## config.mk

```make
export PLATFORM = sky130hd
export DESIGN_NAME = lane_config_override_regs
export DESIGN_NICKNAME = d
export VERILOG_FILES = /design/src/inc/lane_cfg_pkg.sv /design/src/logic/lane_config_override_regs.sv /design/src/logic/lane_source_pick.sv
export VERILOG_INCLUDE_DIRS = /design/src /design/src/inc
export SDC_FILE = /design/constraint.sdc
export NUM_CORES = 1
export LEC_CHECK = 0
export BUFFER_PORTS_ARGS = -buffer_cell sky130_fd_sc_hd__buf_2
export CAP_MARGIN = 0
export CELL_PAD_IN_SITES_DETAIL_PLACEMENT = 0
export CELL_PAD_IN_SITES_GLOBAL_PLACEMENT = 2
export CORE_UTILIZATION = 33
export CTS_CLUSTER_DIAMETER = 80
export DETAILED_ROUTE_END_ITERATION = 8
export PLACE_DENSITY_LB_ADDON = 0.1
export SLEW_MARGIN = 20
export SYNTH_ARGS = -nofsm -noshare
export SYNTH_HDL_FRONTEND = slang
export SYNTH_SLANG_ARGS = --single-unit
export TNS_END_PERCENT = 50
```

## constraint.sdc

```tcl
create_clock -name mclk -period 5.6 [get_ports mclk]
set_input_delay 1.12 -clock mclk [delete_from_list [all_inputs] [get_ports mclk]]
set_output_delay 1.12 -clock mclk [all_outputs]
set_load 0.02 [all_outputs]
```

## src/inc/lane_cfg_consts.svh

```systemverilog
/*
 Offsets, field positions, reset values and codes of the lane override register bank.
 Assumes it is included by bare name from the package and the design files.
*/
`ifndef LANE_CFG_CONSTS_SVH
`define LANE_CFG_CONSTS_SVH

// ----------------------------------------------------------------
// Bus geometry
// ----------------------------------------------------------------
`define BUS_ADDR_W 9
`define BUS_DATA_W 32
`define REG_W 16
`define IDX_W 7

// ----------------------------------------------------------------
// Register indices, byte address is four times the index
// ----------------------------------------------------------------
`define IDX_OVR_CTRL 7'h73
`define IDX_SUM_12 7'h74
`define IDX_SUM_34 7'h75
`define IDX_IDENT_12 7'h76
`define IDX_IDENT_34 7'h77
`define IDX_STD_SEL 7'h55
`define REG_RESET 16'h0000

// ----------------------------------------------------------------
// Field positions
// ----------------------------------------------------------------
`define ID_EN_MSB 15
`define SUM_EN_MSB 11
`define REV_SEL_EN_BIT 4
`define SUBCLASS_MSB 15
`define SUBCLASS_LSB 13
`define REVISION_MSB 7
`define REVISION_LSB 5
`define IDENT_W 5
`define SUM_W 8
`define LANES 4

// ----------------------------------------------------------------
// Default identifiers and link codes
// ----------------------------------------------------------------
`define DEF_IDENT_LANE1 5'h01
`define DEF_IDENT_LANE2 5'h02
`define DEF_IDENT_LANE3 5'h03
`define DEF_IDENT_LANE4 5'h04
`define SUBCLASS_CODE_0 3'h0
`define SUBCLASS_CODE_1 3'h1
`define SUBCLASS_CODE_2 3'h2
`define REV_A_CODE 3'h0
`define REV_B_CODE 3'h1
`define SUBCLASS_0 2'h0
`define SUBCLASS_1 2'h1
`define SUBCLASS_2 2'h2
`define RESP_OKAY 2'h0
`define RESP_SLVERR 2'h2

`endif

```

## src/inc/lane_cfg_pkg.sv

```systemverilog
/*
 Types of the lane override register bank: bus states and the packed state record.
 Assumes the constants header is on the include path.
*/
`default_nettype none
`include "lane_cfg_consts.svh"

package lane_cfg_pkg;

   // ----------------------------------------------------------------
   // Field types
   // ----------------------------------------------------------------
   typedef logic [`IDENT_W-1:0] ident_type;
   typedef logic [`SUM_W-1:0] sum_type;
   typedef logic [`REG_W-1:0] reg16_type;
   typedef logic [`BUS_ADDR_W-1:0] addr_type;
   typedef logic [`BUS_DATA_W-1:0] data_type;
   typedef logic [1:0] resp_type;

   // Slave handshake states
   typedef enum logic {bus_idle, bus_answer} bus_state_type;

   // ----------------------------------------------------------------
   // Whole state of the register bank
   // ----------------------------------------------------------------
   typedef struct packed {
      bus_state_type state;
      reg16_type ctrl;
      reg16_type sum12;
      reg16_type sum34;
      reg16_type id12;
      reg16_type id34;
      reg16_type stdsel;
      data_type rdata;
      resp_type resp;
      logic [`LANES-1:0][`IDENT_W-1:0] ident;
      logic [`LANES-1:0][`SUM_W-1:0] sum;
      logic rev_b;
      logic [1:0] subclass;
      logic sel_invalid;
   } regs_state_type;

endpackage

`default_nettype wire

```

## src/logic/lane_config_override_regs.sv

```systemverilog
/*
 Register bank that overrides lane identifiers and checksums of link lanes 1 to 4,
 and fixes or frees the link version and subclass, reached over Avalon-MM.
 Assumes one clock, a master that holds its request until waitrequest is low,
 and a checksum generator outside that supplies the computed value per lane.
*/
`timescale 1ns/100ps
`default_nettype none

`include "lane_cfg_consts.svh"

module lane_config_override_regs (
   input wire logic mclk,
   input wire logic rst,
   input wire lane_cfg_pkg::addr_type avs_address,
   input wire logic avs_read,
   input wire logic avs_write,
   input wire lane_cfg_pkg::data_type avs_writedata,
   input wire logic [3:0] avs_byteenable,
   output lane_cfg_pkg::data_type avs_readdata,
   output lane_cfg_pkg::resp_type avs_response,
   output logic avs_waitrequest,
   input wire lane_cfg_pkg::sum_type computed_sum_lane1,
   input wire lane_cfg_pkg::sum_type computed_sum_lane2,
   input wire lane_cfg_pkg::sum_type computed_sum_lane3,
   input wire lane_cfg_pkg::sum_type computed_sum_lane4,
   output lane_cfg_pkg::ident_type lane_ident_lane1,
   output lane_cfg_pkg::ident_type lane_ident_lane2,
   output lane_cfg_pkg::ident_type lane_ident_lane3,
   output lane_cfg_pkg::ident_type lane_ident_lane4,
   output lane_cfg_pkg::sum_type lane_sum_lane1,
   output lane_cfg_pkg::sum_type lane_sum_lane2,
   output lane_cfg_pkg::sum_type lane_sum_lane3,
   output lane_cfg_pkg::sum_type lane_sum_lane4,
   output logic link_rev_b,
   output logic [1:0] link_subclass,
   output logic link_sel_invalid
);
   import lane_cfg_pkg::*;

   // ----------------------------------------------------------------
   // Helper functions
   // ----------------------------------------------------------------

   // Byte of a lane pair register: even lane upper byte, odd lane lower
   function automatic sum_type lane_half(input reg16_type r, input logic odd);
      lane_half = odd ? r[7:0] : r[15:8];
   endfunction

   // Identifier of a lane pair register: even lane bits 12:8, odd lane bits 4:0
   function automatic ident_type lane_ident(input reg16_type r, input logic odd);
      lane_ident = odd ? r[4:0] : r[12:8];
   endfunction

   // Byte-lane merge of a 16-bit register write
   function automatic reg16_type merge16(input reg16_type old, input reg16_type wd,
                                         input logic [1:0] be);
      merge16 = old;
      if (be[0]) begin
         merge16[7:0] = wd[7:0];
      end
      if (be[1]) begin
         merge16[15:8] = wd[15:8];
      end
   endfunction

   // ----------------------------------------------------------------
   // State and decode
   // ----------------------------------------------------------------
   regs_state_type s_q;
   regs_state_type s_d;
   logic [`IDX_W-1:0] idx;
   logic aligned;
   logic mapped;
   logic request;
   reg16_type sel_word;
   sum_type computed [`LANES];
   ident_type default_ident [`LANES];
   ident_type pick_ident [`LANES];
   sum_type pick_sum [`LANES];
   logic [2:0] rev_code;
   logic [2:0] sub_code;

   // Address split into word index and alignment check
   assign idx = avs_address[`BUS_ADDR_W-1:2];
   assign aligned = (avs_address[1:0] == 2'h0);
   assign request = avs_read | avs_write;

   // Read mux over the mapped words
   always_comb begin
      mapped = aligned;
      case (idx)
         `IDX_OVR_CTRL: sel_word = s_q.ctrl;
         `IDX_SUM_12: sel_word = s_q.sum12;
         `IDX_SUM_34: sel_word = s_q.sum34;
         `IDX_IDENT_12: sel_word = s_q.id12;
         `IDX_IDENT_34: sel_word = s_q.id34;
         `IDX_STD_SEL: sel_word = s_q.stdsel;
         default: begin
            sel_word = `REG_RESET;
            mapped = 1'b0;
         end
      endcase
   end

   // Inputs and defaults gathered per lane
   assign computed[0] = computed_sum_lane1;
   assign computed[1] = computed_sum_lane2;
   assign computed[2] = computed_sum_lane3;
   assign computed[3] = computed_sum_lane4;
   assign default_ident[0] = `DEF_IDENT_LANE1;
   assign default_ident[1] = `DEF_IDENT_LANE2;
   assign default_ident[2] = `DEF_IDENT_LANE3;
   assign default_ident[3] = `DEF_IDENT_LANE4;

   // ----------------------------------------------------------------
   // Lane sources
   // ----------------------------------------------------------------
   // enable bits from the MSB down in ascending lane order
   for (genvar n = 0; n < `LANES; n++) begin : g_lane
      lane_source_pick u_pick (
         .ident_en(s_q.ctrl[`ID_EN_MSB - n]),
         .sum_en(s_q.ctrl[`SUM_EN_MSB - n]),
         .forced_ident(lane_ident((n < 2) ? s_q.id12 : s_q.id34, (n % 2) == 1)),
         .default_ident(default_ident[n]),
         .forced_sum(lane_half((n < 2) ? s_q.sum12 : s_q.sum34, (n % 2) == 1)),
         .computed_sum(computed[n]),
         .ident(pick_ident[n]),
         .sum(pick_sum[n])
      );
   end

   assign rev_code = s_q.stdsel[`REVISION_MSB:`REVISION_LSB];
   assign sub_code = s_q.stdsel[`SUBCLASS_MSB:`SUBCLASS_LSB];

   // ----------------------------------------------------------------
   // Next state
   // ----------------------------------------------------------------
   always_comb begin
      s_d = s_q;
      for (int n = 0; n < `LANES; n++) begin
         s_d.ident[n] = pick_ident[n];
         s_d.sum[n] = pick_sum[n];
      end
      s_d.rev_b = 1'b1;
      s_d.subclass = `SUBCLASS_1;
      s_d.sel_invalid = 1'b0;
      if (s_q.ctrl[`REV_SEL_EN_BIT]) begin
         case (rev_code)
            `REV_A_CODE: s_d.rev_b = 1'b0;
            `REV_B_CODE: s_d.rev_b = 1'b1;
            default: s_d.sel_invalid = 1'b1;
         endcase
         case (sub_code)
            `SUBCLASS_CODE_0: s_d.subclass = `SUBCLASS_0;
            `SUBCLASS_CODE_1: s_d.subclass = `SUBCLASS_1;
            `SUBCLASS_CODE_2: s_d.subclass = `SUBCLASS_2;
            default: s_d.sel_invalid = 1'b1;
         endcase
         // Undefined codes fall back to the fixed mode
         if (s_d.sel_invalid) begin
            s_d.rev_b = 1'b1;
            s_d.subclass = `SUBCLASS_1;
         end
      end
      // Avalon slave: one wait cycle, then answer
      case (s_q.state)
         bus_idle: begin
            if (request) begin
               s_d.state = bus_answer;
               s_d.rdata = {16'h0000, sel_word};
               s_d.resp = mapped ? `RESP_OKAY : `RESP_SLVERR;
            end
         end
         bus_answer: begin
            s_d.state = bus_idle;
            if (avs_write && mapped) begin
               case (idx)
                  `IDX_OVR_CTRL: s_d.ctrl = merge16(s_q.ctrl, avs_writedata[15:0],
                                                    avs_byteenable[1:0]);
                  `IDX_SUM_12: s_d.sum12 = merge16(s_q.sum12, avs_writedata[15:0],
                                                   avs_byteenable[1:0]);
                  `IDX_SUM_34: s_d.sum34 = merge16(s_q.sum34, avs_writedata[15:0],
                                                   avs_byteenable[1:0]);
                  `IDX_IDENT_12: s_d.id12 = merge16(s_q.id12, avs_writedata[15:0],
                                                    avs_byteenable[1:0]);
                  `IDX_IDENT_34: s_d.id34 = merge16(s_q.id34, avs_writedata[15:0],
                                                    avs_byteenable[1:0]);
                  `IDX_STD_SEL: s_d.stdsel = merge16(s_q.stdsel, avs_writedata[15:0],
                                                     avs_byteenable[1:0]);
                  default: s_d.ctrl = s_q.ctrl;
               endcase
            end
         end
         default: s_d.state = bus_idle;
      endcase
   end

   // state register, all fields zero at reset except rev_b and subclass (version B, subclass 1)
   always_ff @(posedge mclk or posedge rst) begin
      if (rst) begin
         s_q <= '0;
         s_q.state <= bus_idle;
         s_q.rev_b <= 1'b1;
         s_q.subclass <= `SUBCLASS_1;
      end else begin
         s_q <= s_d;
      end
   end

   // ----------------------------------------------------------------
   // Outputs
   // ----------------------------------------------------------------
   // Waitrequest drops in the answer cycle only
   assign avs_waitrequest = request && (s_q.state != bus_answer);
   assign avs_readdata = s_q.rdata;
   assign avs_response = s_q.resp;
   assign lane_ident_lane1 = s_q.ident[0];
   assign lane_ident_lane2 = s_q.ident[1];
   assign lane_ident_lane3 = s_q.ident[2];
   assign lane_ident_lane4 = s_q.ident[3];
   assign lane_sum_lane1 = s_q.sum[0];
   assign lane_sum_lane2 = s_q.sum[1];
   assign lane_sum_lane3 = s_q.sum[2];
   assign lane_sum_lane4 = s_q.sum[3];
   assign link_rev_b = s_q.rev_b;
   assign link_subclass = s_q.subclass;
   assign link_sel_invalid = s_q.sel_invalid;

   // ----------------------------------------------------------------
   // Checks
   // ----------------------------------------------------------------
   a_default_ident_low: assert property (@(posedge mclk) disable iff (rst)
      !s_q.ctrl[`ID_EN_MSB] && !s_q.ctrl[`ID_EN_MSB - 1] |=>
      lane_ident_lane1 == `DEF_IDENT_LANE1 && lane_ident_lane2 == `DEF_IDENT_LANE2)
      else $error("default identifier of lane 1 or 2 wrong");

   a_default_ident_high: assert property (@(posedge mclk) disable iff (rst)
      !s_q.ctrl[`ID_EN_MSB - 2] && !s_q.ctrl[`ID_EN_MSB - 3] |=>
      lane_ident_lane3 == `DEF_IDENT_LANE3 && lane_ident_lane4 == `DEF_IDENT_LANE4)
      else $error("default identifier of lane 3 or 4 wrong");

   a_forced_ident_one: assert property (@(posedge mclk) disable iff (rst)
      s_q.ctrl[`ID_EN_MSB] |=> lane_ident_lane1 == $past(s_q.id12[12:8]))
      else $error("lane 1 forced identifier not sent");

   a_ident_en_four: assert property (@(posedge mclk) disable iff (rst)
      s_q.ctrl[`ID_EN_MSB - 3] && !s_q.ctrl[`ID_EN_MSB] |=>
      lane_ident_lane4 == $past(s_q.id34[4:0]) && lane_ident_lane1 == `DEF_IDENT_LANE1)
      else $error("lane 4 identifier enable misplaced");

   a_computed_sum_pass: assert property (@(posedge mclk) disable iff (rst)
      !s_q.ctrl[`SUM_EN_MSB - 3] |=> lane_sum_lane4 == $past(computed_sum_lane4))
      else $error("lane 4 computed checksum not passed");

   a_forced_sum_one: assert property (@(posedge mclk) disable iff (rst)
      s_q.ctrl[`SUM_EN_MSB] |=> lane_sum_lane1 == $past(s_q.sum12[15:8]))
      else $error("lane 1 forced checksum not sent");

   a_ident_pair_two: assert property (@(posedge mclk) disable iff (rst)
      s_q.ctrl[`ID_EN_MSB - 1] |=> lane_ident_lane2 == $past(s_q.id12[4:0]))
      else $error("lane 2 identifier taken from wrong byte");

   a_sum_pair_three: assert property (@(posedge mclk) disable iff (rst)
      s_q.ctrl[`SUM_EN_MSB - 2] |=> lane_sum_lane3 == $past(s_q.sum34[15:8]))
      else $error("lane 3 checksum taken from wrong byte");

   a_fixed_rev_b: assert property (@(posedge mclk) disable iff (rst)
      !s_q.ctrl[`REV_SEL_EN_BIT] |=> link_rev_b && link_subclass == `SUBCLASS_1)
      else $error("fixed mode not version B subclass 1");

   a_selected_rev_a: assert property (@(posedge mclk) disable iff (rst)
      s_q.ctrl[`REV_SEL_EN_BIT] && rev_code == `REV_A_CODE && sub_code == `SUBCLASS_CODE_2
      |=> !link_rev_b && link_subclass == `SUBCLASS_2 && !link_sel_invalid)
      else $error("selected version and subclass not applied");

   a_write_readback: assert property (@(posedge mclk) disable iff (rst)
      avs_write && !avs_waitrequest && aligned && idx == `IDX_SUM_34
      && avs_byteenable[1:0] == 2'h3 |=> s_q.sum34 == $past(avs_writedata[15:0]))
      else $error("written word not stored");

   a_bus_one_wait: assert property (@(posedge mclk) disable iff (rst)
      request && avs_waitrequest |=> !avs_waitrequest ##1 (!request || avs_waitrequest))
      else $error("slave answer not after exactly one wait cycle");

   a_forced_ident_three: assert property (@(posedge mclk) disable iff (rst)
      s_q.ctrl[`ID_EN_MSB - 2] |=> lane_ident_lane3 == $past(s_q.id34[12:8]))
      else $error("lane 3 forced identifier not sent");

   a_ident_en_two: assert property (@(posedge mclk) disable iff (rst)
      s_q.ctrl[`ID_EN_MSB - 1] && !s_q.ctrl[`ID_EN_MSB - 2] |=>
      lane_ident_lane2 == $past(s_q.id12[4:0]) && lane_ident_lane3 == `DEF_IDENT_LANE3)
      else $error("lane 2 identifier enable misplaced");

   a_computed_sum_one: assert property (@(posedge mclk) disable iff (rst)
      !s_q.ctrl[`SUM_EN_MSB] |=> lane_sum_lane1 == $past(computed_sum_lane1))
      else $error("lane 1 computed checksum not passed");

   a_forced_sum_two: assert property (@(posedge mclk) disable iff (rst)
      s_q.ctrl[`SUM_EN_MSB - 1] |=> lane_sum_lane2 == $past(s_q.sum12[7:0]))
      else $error("lane 2 forced checksum not sent");

   a_sum_pair_four: assert property (@(posedge mclk) disable iff (rst)
      s_q.ctrl[`SUM_EN_MSB - 3] |=> lane_sum_lane4 == $past(s_q.sum34[7:0]))
      else $error("lane 4 checksum taken from wrong byte");

   a_bad_code_fallback: assert property (@(posedge mclk) disable iff (rst)
      s_q.ctrl[`REV_SEL_EN_BIT] && (rev_code > `REV_B_CODE || sub_code > `SUBCLASS_CODE_2)
      |=> link_sel_invalid && link_rev_b && link_subclass == `SUBCLASS_1)
      else $error("undefined selection code not flagged");

   a_refused_write: assert property (@(posedge mclk) disable iff (rst)
      avs_write && !avs_waitrequest && !mapped |=>
      s_q.sum12 == $past(s_q.sum12) && s_q.ctrl == $past(s_q.ctrl))
      else $error("refused write changed a register");

   a_error_response: assert property (@(posedge mclk) disable iff (rst)
      request && avs_waitrequest && !mapped |=> avs_response == `RESP_SLVERR)
      else $error("refused access not answered with error");

endmodule // lane_config_override_regs

`default_nettype wire

```

## src/logic/lane_source_pick.sv

```systemverilog
/*
 Per-lane choice between forced and default identifier and between forced and computed checksum.
 Assumes the parent registers the chosen values.
*/
`timescale 1ns/100ps
`default_nettype none

module lane_source_pick (
   input wire logic ident_en,
   input wire logic sum_en,
   input wire lane_cfg_pkg::ident_type forced_ident,
   input wire lane_cfg_pkg::ident_type default_ident,
   input wire lane_cfg_pkg::sum_type forced_sum,
   input wire lane_cfg_pkg::sum_type computed_sum,
   output lane_cfg_pkg::ident_type ident,
   output lane_cfg_pkg::sum_type sum
);
   import lane_cfg_pkg::*;

   assign ident = ident_en ? forced_ident : default_ident;
   assign sum = sum_en ? forced_sum : computed_sum;

endmodule // lane_source_pick

`default_nettype wire

```

Word level (Yosys, flattened, before mapping)
Index checks and enable logic that the tools add are counted.

Equal/unequal tests: 9. Multiplexer cells: 20. Bitwise logic cells: 2. Reductions and logical operators: 21.

Operators with widths (number): one-hot mux 16 bit (6 select lines) (1); AND reduction 4 bit (12); == test 7 bit (second input constant) (6); 2-to-1 mux 8 bit (4); 2-to-1 mux 5 bit (4); == test 3 x 1 -> 1 bit (second input constant) (2); logical NOT 3 bit (2); 2-to-1 mux 1 bit (6); OR reduction 6 bit (1); 2-to-1 mux 4 bit (1); one-hot mux 2 bit (2 select lines) (1); == test 3 x 2 -> 1 bit (second input constant) (1); 2-to-1 mux 3 bit (1); OR reduction 3 bit (1); logical AND 1 bit (2); logical NOT 2 bit (1); 2-to-1 mux 2 bit (1); one-hot mux 1 bit (2 select lines) (1); AND reduction 2 bit (1); OR reduction 2 bit (1); NOT 1 bit (1); OR 1 bit (1).

Register bits: 171. Bits of input ports: 81. Output and inout port bits: 91. Logic and storage cells: 78.

Logic depth before layout (Yosys ltp)
Gate-level depths: netlist of run 1.

Word-level depth: 7. Gate-level depth with buffers: 7. Gate-level depth less buffers: 4.

By module
A second synthesis of run 1 with hierarchy kept.

Cells, all modules: 583. Area, all modules: 7973.9 um^2.

By module, submodules not included: lane_config_override_regs (instances 1, cells each 527, area an instance 7223.2 um^2, seq. area each 4256.6 um^2); lane_source_pick (instances 4, cells each 14, area an instance 187.7 um^2, seq. area each 0.0 um^2).

Worst setup path before layout of run 1
No wires, ideal clock.

Path type: input to output. From: input avs_read. To: output avs_waitrequest. Arrival: 1.670 ns. Data required time: 4.480 ns. Setup slack: 2.810 ns. Stages on the path: 2. Path buffers: 0. Path through: o21bai_1 -> inv_1.

Cells in the longest elaborated chain, start to end: 2.

Ends and longest elaborated chain: from (decl) (line lane_config_override_regs.sv:16) `input wire logic avs_read,`; OR 1 bit (line lane_config_override_regs.sv:87) `assign request = avs_read | avs_write;`; logical AND 1 bit (line lane_config_override_regs.sv:215) `assign avs_waitrequest = request && (s_q.state != bus_answer);`; to (decl) (line lane_config_override_regs.sv:22) `output logic avs_waitrequest,`.

Every way passes these cells.

Worst setup path in the final report of run 1
From: input avs_address[7]. To: register s_q[176] (netlist name).

Cells in the longest elaborated chain, start to end: 5. Elaborated cells on any way between the ends: 10. Those cells by class: eq/ne (6); mux (1); reduce/logical (3).

Ends and longest elaborated chain: from (decl) (line lane_config_override_regs.sv:15) `input wire lane_cfg_pkg::addr_type avs_address,`; == test 7 bit (on tied branches) (line lane_config_override_regs.sv:92, lane_config_override_regs.sv:178); OR reduction 6 bit (no source line); 2-to-1 mux 1 bit (line lane_config_override_regs.sv:92) `case (idx)`; logical AND 1 bit (line lane_config_override_regs.sv:177) `if (avs_write && mapped) begin`; AND reduction 4 bit (no source line) *; to (decl) (line lane_config_override_regs.sv:70) `regs_state_type s_q;`.

Every way passes the cells marked *; elsewhere a longest branch is shown, timed or not. A chain may end at the register's enable or synchronous reset.

==> results of run 1 <==
==> worst min path at each step <==
stage | slack [ns] | cells past startpoint | start | to
after floorplan | 0.45 | 2 | avs_response[1] | avs_response[1]
after global placement | 0.46 | 2 | avs_response[1] | avs_response[1]
after detailed placement | 0.47 | 2 | avs_response[1] | avs_response[1]
after CTS | 0.48 | 2 | avs_response[1] | avs_response[1]
after global routing | 0.52 | 1 | s_q[130] | lane_ident_lane1[0]
final | 0.47 | 2 | avs_response[1] | avs_response[1]
==> worst max-delay path: cells and delay by family <==
| family | cells | cell delay [ns] |
|---|---|---|
| buffers and inverters | 2 | 0.81 |
| and+or+nand+nor | 3 | 1.73 |
| muxes | 1 | 0.43 |
==> cell usage after synthesis <==
cell,number,share of area
a2111oi_0,1,0.0011
a21oi_1,17,0.011
a2bb2oi_1,16,0.018
and2_1,16,0.013
and3b_2,1,0.0013
and4b_1,1,0.0013
buf_1,1,0.00049
buf_2,7,0.0045
buf_4,88,0.086
buf_6,2,0.0029
clkbuf_1,17,0.0083
conb_1,1,0.00049
dfrtp_1,168,0.55
dfstp_2,2,0.0068
inv_1,5,0.0024
mux2_2,120,0.18
mux2_4,8,0.016
mux2i_1,32,0.042
nand2_1,21,0.010
nand2b_1,8,0.0065
nand3_2,1,0.0013
nand4_1,2,0.0016
nor2_1,18,0.0088
nor2b_1,2,0.0016
nor3_2,4,0.0052
nor4_2,2,0.0032
o21ai_0,2,0.0013
o21bai_1,1,0.00097
o221ai_1,16,0.018
or2_2,2,0.0016
or3_1,2,0.0016
or3b_1,1,0.0011
or4_1,2,0.0019
==> flip-flops by register name, indices dropped and copies added, names as in the netlist <==
register and flops:
lane_ident_lane3 5, link_sel_invalid 1, lane_sum_lane4 8, lane_sum_lane1 8, avs_response 1, link_rev_b 1, lane_ident_lane1 5, lane_ident_lane4 5
rev_code 3, lane_ident_lane2 5, link_subclass 2, lane_sum_lane2 8, lane_sum_lane3 8, avs_readdata 16, s_q 94
==> cells by family after synthesis <==
family | after synthesis | synth area share
buf+inv | 120 | 0.104
mux | 160 | 0.232
other cells | 1 | 0.000486
simple gates | 83 | 0.0603
flops | 170 | 0.552
compound gates | 53 | 0.0508
==> power breakdown <==
| part | switching [mW] | internal [mW] | total [mW] |
|---|---|---|---|
| combinational | 0.110 | 0.0525 | 0.162 |
| sequential | 0.00906 | 1.25 | 1.26 |
| clock | 0.496 | 0.745 | 1.24 |
==> cell type report <==
type                            count  area (um^2)  area share
Tap cell                          313          392      0.0447
Clock inverter                     12          160      0.0183
Inverter                            5         22.5     0.00257
Multi-Input combinational cell    313         2720       0.310
Sequential cell                   170         4260       0.486
Clock buffer                       20          467      0.0533
Timing Repair Buffer              142          738      0.0843
==> per-layer routing <==
layer  global-route usage  part of all wire  wire (um)
met5                    0                 0          0
met4               0.0495             0.013        244
met3               0.0306             0.034        634
met2                0.264              0.48       8830
met1                0.221              0.48       8820
==> results.sh, run 1 <==
export IMPL_postPlaceCellArea_um2=8130
export IMPL_period_share=0.679
export IMPL_rsz0062_at_grt="no"
export IMPL_grt_ovfl_total=0
export IMPL_post_cts_buffers=0
export IMPL_placedCellCount=943
export IMPL_drt_iter0_drc=141
export IMPL_n_fill_cell=2244
export IMPL_fin_crit_ns=3.80
export IMPL_cp_max_fo=22
export IMPL_dr_pass1_iters=4
export IMPL_synthCells=587
export IMPL_num_vias=4552
export IMPL_pre_cts_slack_ns=1.33
export IMPL_fp_row_count=55
export IMPL_worstPathRequired_ns=5.91
export IMPL_grt_max_degree=171
export IMPL_utilization=0.384
export IMPL_dpl_hpwl_um=12200
export IMPL_clock_latency_ns=0.42
export IMPL_reg2reg_from="s_q[186]"
export IMPL_cp_endpoint="s_q[176]"
export IMPL_hp_class="register to register"
export IMPL_final_common_cell="dfrtp_1"
export IMPL_cts_sinks=170
export IMPL_fin_area_um2=8750
export IMPL_finalMaxSlewViolations=0
export IMPL_hold_slack_ns=0.474
export IMPL_final_hold_violation_count=0
export IMPL_fin_setup_tns_ns=0
export IMPL_power_density_nw_per_um2=304
export IMPL_routabilityCongestion=0.756
export IMPL_setup_ws_ns=1.80
export IMPL_yosys_warnings=0
export IMPL_viasPerCell=4.67
export IMPL_cp_arrival_ns=4.11
export IMPL_vdd_drop_max_mv=0.184
export IMPL_crit_chain="buf_2, and2_1, buf_4, and4b_1, nand2b_1, mux2_2"
export IMPL_critPathSlowestCell="and4b_1"
export IMPL_htree_levels=4
export IMPL_die_h_um=155
export IMPL_rr_endpoint="avs_readdata[1]"
export IMPL_regToRegSetupSlack_ns=3.40
export IMPL_initial_core_util=0.339
export IMPL_coreArea_um2=22800
export IMPL_syn_area_um2=7710
export IMPL_slew_headroom=0.275
export IMPL_grt_pass1_vias=4952
export IMPL_diodes=0
export IMPL_p_leak_nw=4.31
export IMPL_cp_end_kind="register"
export IMPL_die_area_um2=24000
export IMPL_hold_buffers=0
export IMPL_drive_gt1_frac=0.477
export IMPL_cp_slowest_stage_delay_ns=0.93
export IMPL_postSynthAreaPerCell_um2=13.1
export IMPL_tightest_slew_ns=1.09
export IMPL_instances_no_fill=975
export IMPL_layout_common_cells="dfrtp_1 (168), buf_2 (136), mux2_2 (120)"
export IMPL_critPathKind="input port to register"
export IMPL_r2r_worst_path_cells=5
export IMPL_clock_root_buffer="clkbuf_16"
export IMPL_final_net_count=730
export IMPL_pin_count=172
export IMPL_grtUsageTotal=0.163
export IMPL_ys_seq_elements=170
export IMPL_max_cap_violations=0
export IMPL_cp_start_kind="input port"
export IMPL_ant_nets=0
export IMPL_cts_clk_slew_worst_paths_ns=0.07
export IMPL_cts_path_max_buffers=2
export IMPL_io_buffer_count=136
export IMPL_fin_skew_ns=0.0118
export IMPL_cp_startpoint="avs_address[7]"
export IMPL_status="finished, final reports clean"
export IMPL_wl_um=18500
export IMPL_wl_per_cell_um=19.0
export IMPL_synth_cell_types=33
export IMPL_die_w_um=155
export IMPL_synthToLayoutAreaGrowth_pct=13.5
export IMPL_cts_buffers_inserted=17
export IMPL_antenna_found_initial=0
export IMPL_grt_pass1_wl_um=28900
export IMPL_power_mw=2.66
export IMPL_cts_tree="done"
export IMPL_drc=0
export IMPL_yosysSeqAreaShare=0.552
export IMPL_timing_fmax_ghz=0.263
export IMPL_cts_repair_resized=0
export IMPL_setup_viol=0
(Power assumes the default switching activity.)
==> run 2: changes to the inputs <==
--- a/config.mk
+++ b/config.mk
@@ -6,11 +6,12 @@
 export SDC_FILE = /design/constraint.sdc
 export NUM_CORES = 1
 export LEC_CHECK = 0
+export ABC_AREA = 1
 export BUFFER_PORTS_ARGS = -buffer_cell sky130_fd_sc_hd__buf_2
 export CAP_MARGIN = 0
 export CELL_PAD_IN_SITES_DETAIL_PLACEMENT = 0
 export CELL_PAD_IN_SITES_GLOBAL_PLACEMENT = 2
-export CORE_UTILIZATION = 33
+export CORE_UTILIZATION = 29
 export CTS_CLUSTER_DIAMETER = 80
 export DETAILED_ROUTE_END_ITERATION = 8
 export PLACE_DENSITY_LB_ADDON = 0.1
==> constraint.sdc (replaced) <==
create_clock -name mclk -period 3.3 [get_ports mclk]
set_input_delay 0.66 -clock mclk [delete_from_list [all_inputs] [get_ports mclk]]
set_output_delay 0.66 -clock mclk [all_outputs]
set_load 0.02 [all_outputs]
==> run 2 against run 1 <==
Effect of this change: clock skew up 0.0027 ns; global-route usage up 2.0 points; critical path type unchanged; clock-buffer cell count unchanged; largest power group unchanged; die area up 21%; largest cell class unchanged; worst hold slack worse by 0.14 ns; design area up 7.0%.
==> results.sh, run 2 <==
export IMPL_yosysSeqAreaShare=0.518
export IMPL_die_h_um=170
export IMPL_antenna_found_initial=1
export IMPL_htree_levels=4
export IMPL_cp_start_kind="input port"
export IMPL_synth_cell_types=30
export IMPL_fin_crit_ns=2.21
export IMPL_finalMaxSlewViolations=0
export IMPL_synth_top_family_by_area="simple AND/OR/NAND/NOR gates"
export IMPL_grtUsageTotal=0.183
export IMPL_worstPathRequired_ns=3.62
export IMPL_cp_end_kind="register"
export IMPL_die_w_um=170
export IMPL_coreArea_um2=27800
export IMPL_power_density_nw_per_um2=484
export IMPL_diodes=0
export IMPL_syn_area_um2=8210
export IMPL_grt_pass1_vias=6105
export IMPL_ys_seq_elements=170
export IMPL_pin_count=172
export IMPL_cts_repair_resized=0
export IMPL_drive_gt1_frac=0.216
export IMPL_dr_pass1_iters=5
export IMPL_yosys_warnings=0
export IMPL_initial_core_util=0.296
export IMPL_timing_fmax_ghz=0.452
export IMPL_cts_path_max_buffers=2
export IMPL_max_cap_violations=0
export IMPL_yosys_area_share_simple=0.282
export IMPL_vdd_drop_max_mv=0.292
export IMPL_routabilityCongestion=0.725
export IMPL_clock_latency_ns=0.43
export IMPL_clock_root_buffer="clkbuf_16"
export IMPL_largest_reg_flops=94
export IMPL_cts_sinks=170
export IMPL_rsz0062_at_grt="no"
export IMPL_cts_tree="done"
export IMPL_hp_class="input port to async pin"
export IMPL_power_mw=4.53
export IMPL_drc=0
export IMPL_synthToLayoutAreaGrowth_pct=14.1
export IMPL_ant_nets=0
export IMPL_slew_headroom=0.524
export IMPL_yosys_top_cells_area="dfrtp_1 (51%), nand2_1 (14%), buf_4 (8.0%), nand3_1 (6.2%), inv_1 (3.2%)"
export IMPL_synthAdderAreaFrac=0
export IMPL_fin_skew_ns=0.0145
export IMPL_fin_setup_tns_ns=0
export IMPL_synth_edff_count=0
export IMPL_postSynthAreaPerCell_um2=8.69
export IMPL_viasPerCell=4.42
export IMPL_yosysMostFrequentCell="nand2_1"
export IMPL_layout_common_cells="nand2_1 (309), dfrtp_1 (168), buf_2 (136)"
export IMPL_synth_common_cells="nand2_1 (309), dfrtp_1 (168), nand3_1 (101)"
export IMPL_cp_max_fo=8
export IMPL_yosysTopAreaCellShare=0.512
export IMPL_synth_compound_area_frac=0.0629
export IMPL_yosysTopAreaCell="dfrtp_1"
export IMPL_post_cts_buffers=0
export IMPL_pre_cts_slack_ns=0.646
export IMPL_critPathKind="input port to register"
export IMPL_synthCells=945
export IMPL_final_common_cell="nand2_1"
export IMPL_final_net_count=1102
export IMPL_synth_xor_area_share=0
export IMPL_num_vias=6235
export IMPL_status="finished, final reports clean"
export IMPL_tightest_slew_ns=0.714
export IMPL_setup_ws_ns=1.09
export IMPL_io_buffer_count=136
export IMPL_wl_um=25500
export IMPL_top_register="s_q"
export IMPL_hold_slack_ns=0.338
export IMPL_ys_async_sr_fraction=1.00
export IMPL_ys_flop_type="dfrtp_1"
export IMPL_setup_viol=0
export IMPL_final_hold_violation_count=0
export IMPL_grt_pass1_wl_um=38700
export IMPL_muxShareOfSynthArea=0
export IMPL_fp_row_count=61
export IMPL_utilization=0.337
export IMPL_cts_buffers_inserted=17
export IMPL_period_share=0.670
export IMPL_p_leak_nw=5.00
export IMPL_grt_max_degree=55
export IMPL_cp_arrival_ns=2.53
export IMPL_wl_per_cell_um=18.0
export IMPL_drt_iter0_drc=383
export IMPL_cts_clk_slew_worst_paths_ns=0.07
export IMPL_hold_buffers=0
export IMPL_die_area_um2=29000
export IMPL_dpl_hpwl_um=17700
export IMPL_grt_ovfl_total=0
run 2: per-stage QoR:
stage / instance area, um^2 / instances
detailed placement: 8810 / 1380
global placement: 8810 / 1380
finish: 9370 / 1412
global route: 9370 / 1412
floorplan: 8270 / 961
CTS: 9370 / 1412
run 2: power by group:
group / switching (mW) / total, mW / internal [mW]
combinational: 0.313 / 0.429 / 0.116
sequential: 0.0266 / 2.16 / 2.13
clock: 0.890 / 1.94 / 1.05
total: 1.23 / 4.53 / 3.30
run 2: kinds of logic after synthesis:
group                  after synthesis
and+or+nand+nor                    482
buffers and inverters              196
DFF                                170
AOI/OAI and AO/OA                   96
other                                1
run 2: worst paths after layout:
check                                 startpoint  depth (start not counted)  slack [ns]                   to
max                               avs_address[7]                         11        1.09             s_q[101]
min reg2reg                             s_q[158]                          2        0.48             s_q[158]
min                                          rst                          2        0.34  lane_ident_lane4[3]
min in group mclk          computed_sum_lane3[0]                          3        0.44    lane_sum_lane3[0]
max in group asynchronous                    rst                          3        2.15    lane_sum_lane4[6]
max reg2reg                             s_q[186]                          6        1.36             s_q[182]
run 2: critical path, stage by stage:
cell,delay (ns)
buf_2,0.09
inv_1,0.10
nor2_4,0.20
nand2_1,0.22
nand3_1,0.15
nor2_1,0.06
nor2_2,0.26
buf_4,0.21
nand4_1,0.34
nand2_1,0.18
nand2_1,0.06
run 2: cell type report:
type	instances	area, um^2
Timing Repair Buffer	159	891
Inverter	78	297
Multi-Input combinational cell	595	2900
Sequential cell	170	4260
Clock buffer	20	437
Clock inverter	12	116
Tap cell	378	473
Fill cell	3026	18400
run 2: per-layer routing:
metal | share of wire | global-route usage | vias to the layer above
met2 | 0.43 | 0.270 | 137
met5 | 0 | 0 | -
li1 | - | - | 3068
met1 | 0.52 | 0.280 | 3025
met3 | 0.042 | 0.0279 | 5
met4 | 0.0047 | 0.0353 | 0
